--- src/design/rsw_pkg.sv ---
package rsw_pkg;

   // Register map of the AXI4-Lite slave.
   localparam int RSW_AW = 8;
   localparam logic [7:0] RSW_OFF_CTRL = 8'h00;
   localparam logic [7:0] RSW_OFF_DIV = 8'h04;
   localparam logic [7:0] RSW_OFF_STAT = 8'h08;

   // Control register fields.
   localparam int RSW_CTRL_MODE_LSB = 0;
   localparam int RSW_CTRL_HOLD_EN = 3;
   localparam int RSW_CTRL_FORCE_HOLD = 4;
   localparam int RSW_CTRL_LLD_DIS = 5;
   localparam int RSW_CTRL_RAIL_EN = 6;
   localparam int RSW_CTRL_PIN_INV = 7;
   localparam int RSW_CTRL_EN_LSB = 8;
   localparam int RSW_CTRL_DIR0 = 10;
   localparam int RSW_CTRL_DIR1 = 11;
   localparam int RSW_CTRL_LDPIN_HOLD = 12;
   localparam int RSW_CTRL_W = 13;
   localparam logic [12:0] RSW_CTRL_RST = 13'h0300;

   // Pre-divider register fields.
   localparam int RSW_DIV0_LSB = 0;
   localparam int RSW_DIV1_LSB = 2;
   localparam int RSW_DIV_W = 4;
   localparam logic [3:0] RSW_DIV_RST = 4'h0;

   // Status register fields.
   localparam int RSW_STAT_ACTIVE = 0;
   localparam int RSW_STAT_HOLD = 1;
   localparam int RSW_STAT_LOCK = 2;
   localparam int RSW_STAT_RUN_LSB = 3;
   localparam int RSW_STAT_PIN_LSB = 5;
   localparam int RSW_STAT_PEND = 7;

   // Selection modes.
   localparam logic [2:0] RSW_MODE_MAN0 = 3'h0;
   localparam logic [2:0] RSW_MODE_MAN1 = 3'h1;
   localparam logic [2:0] RSW_MODE_PIN = 3'h3;
   localparam logic [2:0] RSW_MODE_AUTO = 3'h4;

   // Select pin codes as {pin1, pin0}.
   localparam logic [1:0] RSW_PINS_IN0 = 2'h0;
   localparam logic [1:0] RSW_PINS_IN1 = 2'h1;
   localparam logic [1:0] RSW_PINS_RESV = 2'h2;
   localparam logic [1:0] RSW_PINS_HOLD = 2'h3;

   // Pre-divider ratio codes: 1, 2, 4, 8.
   localparam logic [1:0] RSW_DIV_BY1 = 2'h0;

   // AXI responses.
   localparam logic [1:0] RSW_RESP_OKAY = 2'h0;
   localparam logic [1:0] RSW_RESP_SLVERR = 2'h2;

endpackage

--- src/design/rsw_prediv.sv ---
`timescale 1ns/1ps
`default_nettype none

module rsw_prediv
   import rsw_pkg::*;
(
   // Clock and reset.
   input wire logic aclk,
   input wire logic aresetn,
   input wire logic ce,
   // Reference and ratio.
   input wire logic ref_in,
   input wire logic [1:0] ratio,
   // Divided reference.
   output logic div_out
);

   logic ref_d_r;
   logic [2:0] cnt_r;
   logic [2:0] cnt_nxt;
   logic div_nxt;
   logic rise;

   // Each bit of the edge counter halves the rate of the one below it.
   assign rise = ref_in & ~ref_d_r;
   assign cnt_nxt = rise ? cnt_r + 3'h1 : cnt_r;
   assign div_nxt = (ratio == RSW_DIV_BY1) ? ref_in : cnt_nxt[ratio - 2'h1];

   always_ff @(posedge aclk)
   begin
      if (!aresetn)
      begin
         ref_d_r <= 1'b0;
         cnt_r <= 3'h0;
         div_out <= 1'b0;
      end
      else if (ce)
      begin
         ref_d_r <= ref_in;
         cnt_r <= cnt_nxt;
         div_out <= div_nxt;
      end
   end

endmodule

`default_nettype wire

--- src/design/rsw_ref_switch.sv ---
// Added by the designer: the AXI4-Lite interface to the registers and the register addresses.
`timescale 1ns/1ps
`default_nettype none

module rsw_ref_switch
   import rsw_pkg::*;
(
   // Clock, reset and clock enable.
   input wire logic aclk,
   input wire logic aresetn,
   input wire logic ce,
   // AXI4-Lite write channels.
   input wire logic [RSW_AW-1:0] awaddr,
   input wire logic awvalid,
   output logic awready,
   input wire logic [31:0] wdata,
   input wire logic [3:0] wstrb,
   input wire logic wvalid,
   output logic wready,
   output logic [1:0] bresp,
   output logic bvalid,
   input wire logic bready,
   // AXI4-Lite read channels.
   input wire logic [RSW_AW-1:0] araddr,
   input wire logic arvalid,
   output logic arready,
   output logic [31:0] rdata,
   output logic [1:0] rresp,
   output logic rvalid,
   input wire logic rready,
   // Reference inputs and external select pins.
   input wire logic reference_input_0,
   input wire logic reference_input_1,
   input wire logic select_pin_0,
   input wire logic select_pin_1,
   // First loop conditions.
   input wire logic loop_lock_raw,
   input wire logic tune_rail_cross,
   input wire logic holdover_exit_ok,
   // Selection results and status.
   output logic active_ref_clk,
   output logic [1:0] ref_buffer_run,
   output logic active_input,
   output logic switch_event,
   output logic holdover_status,
   output logic first_loop_lock_detect,
   output logic lock_status_pin
);

   logic [RSW_CTRL_W-1:0] ctrl_r;
   logic [RSW_DIV_W-1:0] div_r;
   logic [RSW_AW-1:0] aw_addr_r;
   logic aw_full_r;
   logic [31:0] w_data_r;
   logic [3:0] w_strb_r;
   logic w_full_r;
   logic [2:0] mode_prev_r;
   logic [1:0] pins_prev_r;
   logic armed_r;
   logic pend_valid_r;
   logic pend_sel_r;
   logic [1:0] div_out;
   logic active_nxt;
   logic pend_valid_nxt;
   logic pend_sel_nxt;
   logic holdover_nxt;

   // Byte-lane merge of a write into a register.
   function automatic logic [31:0] lane_merge(input logic [31:0] old,
                                              input logic [31:0] data,
                                              input logic [3:0] strb);
      logic [31:0] res;
      res = old;
      for (int i = 0; i < 4; i++)
      begin
         if (strb[i])
         begin
            res[8*i +: 8] = data[8*i +: 8];
         end
      end
      return res;
   endfunction

   // Next enabled input after the current one, wrapping toward input 0.
   function automatic logic next_enabled(input logic cur,
                                         input logic [1:0] en);
      logic res;
      res = cur;
      if (en[~cur])
      begin
         res = ~cur;
      end
      return res;
   endfunction

   // Configuration fields.
   wire [2:0] mode = ctrl_r[RSW_CTRL_MODE_LSB +: 3];
   wire hold_en = ctrl_r[RSW_CTRL_HOLD_EN];
   wire force_hold = ctrl_r[RSW_CTRL_FORCE_HOLD];
   wire lock_loss_detect_disable = ctrl_r[RSW_CTRL_LLD_DIS];
   wire tune_rail_detect_enable = ctrl_r[RSW_CTRL_RAIL_EN];
   wire [1:0] ref_input_enable = ctrl_r[RSW_CTRL_EN_LSB +: 2];
   wire [1:0] select_pin_direction = {ctrl_r[RSW_CTRL_DIR1],
                                      ctrl_r[RSW_CTRL_DIR0]};
   wire ldpin_hold = ctrl_r[RSW_CTRL_LDPIN_HOLD];

   wire is_manual = (mode == RSW_MODE_MAN0) || (mode == RSW_MODE_MAN1);
   wire is_pin = (mode == RSW_MODE_PIN);
   wire is_auto = (mode == RSW_MODE_AUTO);

   // Pre-dividers, one per reference input.
   wire [1:0] ref_in = {reference_input_1, reference_input_0};
   genvar gi;
   generate
      for (gi = 0; gi < 2; gi++)
      begin : g_div
         rsw_prediv u_div (
            .aclk(aclk),
            .aresetn(aresetn),
            .ce(ce),
            .ref_in(ref_in[gi]),
            .ratio(div_r[2*gi +: 2]),
            .div_out(div_out[gi])
         );
      end
   endgenerate

   // A pin set as output reads zero; inversion is not applied here.
   wire [1:0] pins_eff = {select_pin_1 & ~select_pin_direction[1],
                          select_pin_0 & ~select_pin_direction[0]};
   wire pin_hold = is_pin && (pins_eff == RSW_PINS_HOLD);
   wire pin_tgt_ok = (pins_eff == RSW_PINS_IN0) ||
                     (pins_eff == RSW_PINS_IN1);
   wire pin_change = is_pin && (pins_eff != pins_prev_r) &&
                     (pins_eff != RSW_PINS_RESV);

   // Lock seen at first_loop_lock_detect is held low in holdover.
   wire lock_gate = loop_lock_raw & ~holdover_status;
   wire lock_fall = first_loop_lock_detect & ~lock_gate & armed_r &
                    ~lock_loss_detect_disable;
   wire rail_trip = tune_rail_detect_enable & tune_rail_cross;

   wire pin_evt = pin_change | (is_pin & lock_fall);
   wire auto_start = is_auto && (mode_prev_r != RSW_MODE_AUTO);
   wire auto_evt = is_auto & ~auto_start & lock_fall;
   wire any_evt = pin_evt | auto_evt;

   wire evt_hold = (is_manual & lock_fall) | pin_evt | auto_evt;
   wire hold_set = force_hold | pin_hold |
                   (hold_en & (rail_trip | evt_hold));
   wire hold_clr = holdover_status & (holdover_exit_ok | ~hold_en) &
                   ~force_hold & ~pin_hold;
   wire hold_end = hold_clr & ~hold_set;

   // Active input and pending pin target.
   always_comb
   begin
      active_nxt = active_input;
      pend_valid_nxt = pend_valid_r & is_pin;
      pend_sel_nxt = pend_sel_r;
      holdover_nxt = hold_set | (holdover_status & ~hold_clr);
      if (is_manual)
      begin
         active_nxt = mode[0];
      end
      else if (is_pin)
      begin
         if (pin_evt && pin_tgt_ok)
         begin
            if (hold_en)
            begin
               pend_valid_nxt = 1'b1;
               pend_sel_nxt = pins_eff[0];
            end
            else
            begin
               active_nxt = pins_eff[0];
               pend_valid_nxt = 1'b0;
            end
         end
         else if (hold_end && pend_valid_r)
         begin
            active_nxt = pend_sel_r;
            pend_valid_nxt = 1'b0;
         end
      end
      else if (is_auto)
      begin
         if (auto_start)
         begin
            if (!first_loop_lock_detect)
            begin
               active_nxt = ref_input_enable[0] ? 1'b0 :
                            (ref_input_enable[1] ? 1'b1 : active_input);
            end
         end
         else if (auto_evt)
         begin
            active_nxt = next_enabled(active_input, ref_input_enable);
         end
      end
   end

   always_ff @(posedge aclk)
   begin
      if (!aresetn)
      begin
         active_input <= 1'b0;
         pend_valid_r <= 1'b0;
         pend_sel_r <= 1'b0;
         holdover_status <= 1'b0;
         first_loop_lock_detect <= 1'b0;
         armed_r <= 1'b0;
         switch_event <= 1'b0;
         mode_prev_r <= RSW_MODE_MAN0;
         pins_prev_r <= RSW_PINS_IN0;
         active_ref_clk <= 1'b0;
      end
      else if (ce)
      begin
         active_input <= active_nxt;
         pend_valid_r <= pend_valid_nxt;
         pend_sel_r <= pend_sel_nxt;
         holdover_status <= holdover_nxt;
         first_loop_lock_detect <= lock_gate;
         armed_r <= lock_gate | (armed_r & ~lock_fall);
         switch_event <= any_evt;
         mode_prev_r <= mode;
         pins_prev_r <= pins_eff;
         active_ref_clk <= div_out[active_nxt];
      end
   end

   // Selected buffer runs in manual and pin modes even when disabled.
   wire force_run = is_manual | is_pin;
   assign ref_buffer_run = ref_input_enable |
                           ({active_input, ~active_input} &
                            {2{force_run}});
   assign lock_status_pin = ldpin_hold ? holdover_status :
                            first_loop_lock_detect;

   // AXI4-Lite slave: address and data are latched in either order.
   assign awready = ce & ~aw_full_r & ~bvalid;
   assign wready = ce & ~w_full_r & ~bvalid;
   assign arready = ce & ~rvalid;
   wire do_write = aw_full_r & w_full_r & ~bvalid;
   wire wr_ctrl = do_write && (aw_addr_r == RSW_OFF_CTRL);
   wire wr_div = do_write && (aw_addr_r == RSW_OFF_DIV);
   wire wr_ok = wr_ctrl || wr_div || (aw_addr_r == RSW_OFF_STAT);
   wire [31:0] ctrl_wide = lane_merge({19'h0, ctrl_r}, w_data_r, w_strb_r);
   wire [31:0] div_wide = lane_merge({28'h0, div_r}, w_data_r, w_strb_r);
   wire [31:0] stat_word = {24'h0, pend_valid_r, pins_eff, ref_buffer_run,
                            first_loop_lock_detect, holdover_status,
                            active_input};
   wire rd_ctrl = (araddr == RSW_OFF_CTRL);
   wire rd_div = (araddr == RSW_OFF_DIV);
   wire rd_stat = (araddr == RSW_OFF_STAT);
   wire [31:0] rd_word = rd_ctrl ? {19'h0, ctrl_r} :
                         rd_div ? {28'h0, div_r} :
                         rd_stat ? stat_word : 32'h0;
   wire rd_ok = rd_ctrl | rd_div | rd_stat;

   always_ff @(posedge aclk)
   begin
      if (!aresetn)
      begin
         ctrl_r <= RSW_CTRL_RST;
         div_r <= RSW_DIV_RST;
         aw_full_r <= 1'b0;
         aw_addr_r <= 8'h00;
         w_full_r <= 1'b0;
         w_data_r <= 32'h0;
         w_strb_r <= 4'h0;
         bvalid <= 1'b0;
         bresp <= RSW_RESP_OKAY;
         rvalid <= 1'b0;
         rdata <= 32'h0;
         rresp <= RSW_RESP_OKAY;
      end
      else if (ce)
      begin
         if (awvalid && awready)
         begin
            aw_full_r <= 1'b1;
            aw_addr_r <= awaddr;
         end
         if (wvalid && wready)
         begin
            w_full_r <= 1'b1;
            w_data_r <= wdata;
            w_strb_r <= wstrb;
         end
         if (do_write)
         begin
            aw_full_r <= 1'b0;
            w_full_r <= 1'b0;
            bvalid <= 1'b1;
            bresp <= wr_ok ? RSW_RESP_OKAY : RSW_RESP_SLVERR;
         end
         else if (bvalid && bready)
         begin
            bvalid <= 1'b0;
         end
         if (wr_ctrl)
         begin
            ctrl_r <= ctrl_wide[RSW_CTRL_W-1:0];
         end
         if (wr_div)
         begin
            div_r <= div_wide[RSW_DIV_W-1:0];
         end
         if (arvalid && arready)
         begin
            rvalid <= 1'b1;
            rdata <= rd_word;
            rresp <= rd_ok ? RSW_RESP_OKAY : RSW_RESP_SLVERR;
         end
         else if (rvalid && rready)
         begin
            rvalid <= 1'b0;
         end
      end
   end
endmodule

`default_nettype wire

--- config.mk ---
export PLATFORM = sky130hd
export DESIGN_NAME = rsw_ref_switch
export DESIGN_NICKNAME = d
export VERILOG_FILES = /design/src/design/rsw_pkg.sv /design/src/design/rsw_prediv.sv /design/src/design/rsw_ref_switch.sv
export SDC_FILE = /design/constraint.sdc
export NUM_CORES = 1
export LEC_CHECK = 0
export CORE_MARGIN = 1.5
export CORE_UTILIZATION = 49
export CTS_CLUSTER_DIAMETER = 100
export DETAILED_ROUTE_END_ITERATION = 10
export DONT_BUFFER_PORTS = 1
export GPL_ROUTABILITY_DRIVEN = 0
export PLACE_DENSITY = 0.7
export SETUP_SLACK_MARGIN = 0.15
export SYNTH_ARGS = -nofsm -noshare
export SYNTH_HDL_FRONTEND = slang
export SYNTH_SLANG_ARGS = --single-unit
--- constraint.sdc ---
create_clock -name aclk -period 6 [get_ports aclk]
set_input_delay 1.2 -clock aclk [delete_from_list [all_inputs] [get_ports aclk]]
set_output_delay 1.2 -clock aclk [all_outputs]
set_load 0.1 [all_outputs]
Yosys cells after proc, flatten, opt, wreduce, memory -nomap -nowiden --
Index checks and enable logic that the tools add are counted.
Storage, ports and cells: register bits 103, word-level logic and storage cells 194, input port bits 67, output and inout bits 49
Operators by class: reduce and logical (&&, ||, !) cells 39, add/subtract/negate cells 4, order comparisons 4, eq/ne operators 12, bitwise gates (word level) 63, mux-type cells 43
Operators by type and width (number):
- two-way mux 1 bit | 34
- bitwise AND 1 bit | 28
- NOT 1 bit | 20
- equality test 8 x 3 -> 1 bit (second input constant) | 2
- equality test 8 x 4 -> 1 bit (second input constant) | 2
- logical NOT 8 bit | 2
- two-way mux 8 bit | 2
- AND reduction 2 bit | 8
- logical AND 1 bit | 13
- two-way mux 13 bit | 1
- bitwise OR 1 bit | 13
- AND reduction 3 bit | 3
- nonzero test 2 bit | 4
- adder 3 x 1 -> 3 bit (second input constant) | 2
- logical NOT 2 bit | 3
- less-than comparator 2 x 3 -> 1 bit (second input constant) | 2
- two-way mux 3 bit | 2
- AND reduction 5 bit | 1
- binary-select mux 1 bit (select 2 bit) | 2
- logical OR 1 bit | 4
- less-than comparator 1 x 2 -> 1 bit (second input constant) | 2
- two-way mux 2 bit | 2
- subtractor 2 x 1 -> 2 bit (second input constant) | 2
- equality test 3 x 1 -> 1 bit (second input constant) | 1
- other kinds (10) | 10

Logic depth before layout (Yosys ltp) --
word-level depth 22, depth in mapped cells 8, mapped depth without buffers 8

By module --
Synthesis repeated with hierarchy kept, for this count alone.
Unflattened totals: cells, all modules 454, area, all modules 4068.9 µm²
By module, submodules not included:
- rsw_ref_switch | times used 1, seq. area each 1441.4 µm², cells each 386, area each 3425.8 µm²
- rsw_prediv | times used 2, seq. area each 100.1 µm², cells each 34, area each 321.6 µm²

Least setup slack after synthesis --
OpenSTA, ideal clock, no wires.
path kind input to register, from input port ce, to register rdata[10], slack 1.784 ns, stages 6, library setup time 0.067 ns, required time 5.933 ns, arrival 4.149 ns, cells stage by stage clkbuf_1 -> nor2b_1 -> nand2_1 -> nor4_1 -> a22oi_1 -> nor2b_1
Between the ends: word-level cells in the longest chain between the ends 3
Ends and longest elaborated chain:
- start: declaration | RTL line rsw_ref_switch.sv:11 | input wire logic ce,
- bitwise AND 1 bit | RTL line rsw_ref_switch.sv:245 | assign arready = ce & ~rvalid;
- named net arready | RTL line rsw_ref_switch.sv:26 | output logic arready,
- logical AND 1 bit | RTL line rsw_ref_switch.sv:312 | if (arvalid && arready)
- AND reduction 2 bit (no line)
- end signal: assignment | RTL line rsw_ref_switch.sv:315 | rdata <= rd_word;
- end: declaration | RTL line rsw_ref_switch.sv:27 | output logic [31:0] rdata,
The timed path passes the listed nets, and every way through them passes these cells. A chain may end at the register's enable or synchronous reset.

Final worst setup path --
from input port ce, to register rdata[11]
Between the ends: word-level cells in the longest chain between the ends 3
Ends and longest elaborated chain (RTL line):
- bitwise AND 1 bit | rsw_ref_switch.sv:245
- logical AND 1 bit | rsw_ref_switch.sv:312
- AND reduction 2 bit (no line) *
Every way passes the cells marked *; elsewhere a longest branch is shown, timed or not.

==> flow_summary.toml <==
[synthesis]
synth_edf_count = 0
yosys.area_share.simple_pct = 23.72
syn_area_per_cell_um2 = 8.780
yosysUniqueCellTypes = 46
synth-async-reset-ratio_pct = 0
synth_warnings = 0
yosysSeqAreaShare_pct = 40.21
yosys.area_share.xor_xnor_pct = 1.931
synth_compound_area_share_pct = 14.77
synth_seq_cells = 82
synthCells = 465
ys.flop_type = "dfxtp_1"
synthMuxAreaShare_pct = 10.39
netlist_area_um2 = 4083
synthAdderAreaFrac_pct = 1.226
synth_top_family_by_area = "simple AND/OR/NAND/NOR gates"

[clock_network]
cts_tree = "built"
cts_resized = 0
numCtsBuffers = 9
hold_buffers = 0
path_clk_slew_ns = 0.09
insertion_delay_ns = 0.35
cts_max_path_buffers = 2
cts_setup_buffers = 0
htree_levels = 3
cts_sinks = 82
cts-root-buf = "clkbuf_8"

[drt]
wl_per_cell_um = 14.79
dr.first_iter.drc_count = 146
vias = 2977
wirelength_um = 8356
via_per_inst = 5.269
ant_nets = 0
drc = 0
dr.pass1.iters = 6

[setup_path]
cp_num_buf_inv = 0
cp.required_ns = 6.28
cp_slowest_stage_delay_ns = 0.86
crit_chain = "nor2b_2, nand2_1, nor4_1, a22oi_1, nor2b_1"
critPathSlowestCell = "nor2b_2"
crit_fanout = 35
critPathArrivalTime_ns = 3.80
worst_setup_path_end_kind = "flop"
start_kind = "input pin"
critPathKind = "in -> reg"
cp_top_family = "simple AND/OR/NAND/NOR gates"

[run]
maxCapViolations = 0

[sta]
slew_viol_final = 0
period_share_pct = 58.73
setup-tns-final_ns = 0
fmax_mhz = 283.8
max_slew_margin_pct = 22.44
finalSetupViolCount = 0
period_minus_slack_ns = 3.524
tightest_slew_ns = 1.162
rsz0062_at_grt = "no"
finalHoldViolCount = 0
timing.hold.ws_ns = 0.4679
skew_ns = 0.01179

[final_layout]
num_antenna_cells = 0
syn_to_final_growth_pct = 4.260
drive_above_1_share_pct = 7.391
multi_input_area_um2 = 2211
register_area_um2 = 1642
layout_commonest_cell = "dfxtp_1"
layout.nets = 526
fillers = 760
final_cell_mix = "82 x dfxtp_1, 76 x nand2_1, 44 x nor2b_1, 33 x mux2i_1, 32 x a21boi_0"

[global_routing]
grt_pass1_wl_um = 13430
antenna_found_initial = 0
grt_max_degree = 82
grt_pass1_vias = 2689
grt_usage_pct = 19.35
overflow = 0

[pwr]
p_seq_share_pct = 51.0
leakage_nw = 1.615
max-vdd-ir-drop_v = 0.0001444
combPwrFrac_pct = 12.5
p_int_w = 0.0007995
powerDensity_nw_per_um2 = 267.7
clockPowerShare_pct = 36.5
p_sw_share_pct = 29.84
p_sw_w = 0.0003400

[die]
core-area_um2 = 8134
initial_core_util_pct = 50.19
die-area_um2 = 8889
die_y_um = 94.28
rows = 33
ios = 116
die_w_um = 94.28

[placed_design]
place_hpwl_um = 5878
port_buffers = 0

[outcome]
status = "complete, no violations"

[worst_hold_path]
hold_class = "reg -> reg"
power groups by stage:
stage	sequential, W	clock [W]	combinational, W
2_1_floorplan	0.000596	0	0.000147
3_3_place_gp	0.000593	0	0.000140
3_5_place_dp	0.000594	0	0.000142
4_1_cts	0.000581	0.000427	0.000142
5_1_grt	0.000583	0.000449	0.000152
6_report	0.000581	0.000416	0.000142
worst paths after layout:
| check | slack (ns) | startpoint | cells past startpoint | endpoint |
|---|---|---|---|---|
| max | 2.48 | ce | 5 | rdata[11] |
| min | 0.47 | aw_addr_r[4] | 2 | aw_addr_r[4] |
| min reg2reg | 0.47 | aw_addr_r[4] | 2 | aw_addr_r[4] |
| max reg2reg | 2.53 | rvalid | 5 | rdata[11] |
cell type report:
class | count | area share [%]
Sequential cell | 82 | 38.57
Inverter | 11 | 0.9700
Tap cell | 105 | 3.086
Multi-Input combinational cell | 348 | 51.94
Timing Repair Buffer | 3 | 0.5291
Clock buffer | 10 | 3.233
Clock inverter | 6 | 1.675
registers in the layout (all words and copies together) (netlist names), 2 cells and up:
name	cells
aw_addr_r	8
ctrl_r	13
div_r	4
g_div.u_div.cnt_r	6
g_div.u_div.div_out	2
g_div.u_div.ref_d_r	2
mode_prev_r	3
pins_prev_r	2
rdata	13
w_data_r	13
w_strb_r	2
synth_stat cells, types with 11 or more instances:
master / n / area share [%]
a21boi_0: 32 / 5.9
a22oi_1: 15 / 2.8
buf_4: 21 / 3.9
clkbuf_1: 19 / 1.7
dfxtp_1: 82 / 40
inv_1: 11 / 1.0
mux2i_1: 33 / 8.1
nand2_1: 76 / 7.0
nor2_1: 15 / 1.4
nor2b_1: 45 / 6.9
o21ai_0: 13 / 1.6
layer usage:
metal / share of wire (%) / GRT usage (%) / up-vias / routed length (um)
met5: 0 / 0 / - / 0
met4: 1.7 / 7.711 / 0 / 141
met3: 4.6 / 4.612 / 12 / 383
met2: 45 / 30.52 / 76 / 3776
met1: 49 / 25.34 / 1362 / 4054
li1: - / - / 1527 / -
logic make-up after synthesis:
| family | Yosys count |
|---|---|
| fa+ha+maj | 4 |
| mux | 41 |
| compound gates | 85 |
| flops | 82 |
| other cells | 1 |
| buf+inv | 55 |
| simple gates | 188 |
| xor+xnor | 9 |
worst register-to-register path, cell delays in order, from the launching register on:
cell     delay (ns)
dfxtp_1        0.67
nor2b_2        1.01
nand2_1        0.63
nor4_1         0.79
a22oi_1        0.15
nor2b_1        0.17
metrics by stage:
stage	util [%]	power, W	std cells	setup WS (ns)	instance area, um^2
global placement	49.76	0.0007335	549	2.213	4048
finish	52.33	0.001140	565	2.476	4257
detailed placement	49.76	0.0007361	549	2.102	4048
global route	52.33	0.001184	565	2.278	4257
floorplan	-	0.0007429	485	1.784	4158
CTS	52.33	0.001151	565	2.491	4257
Power figures use the tool's default switching activity.
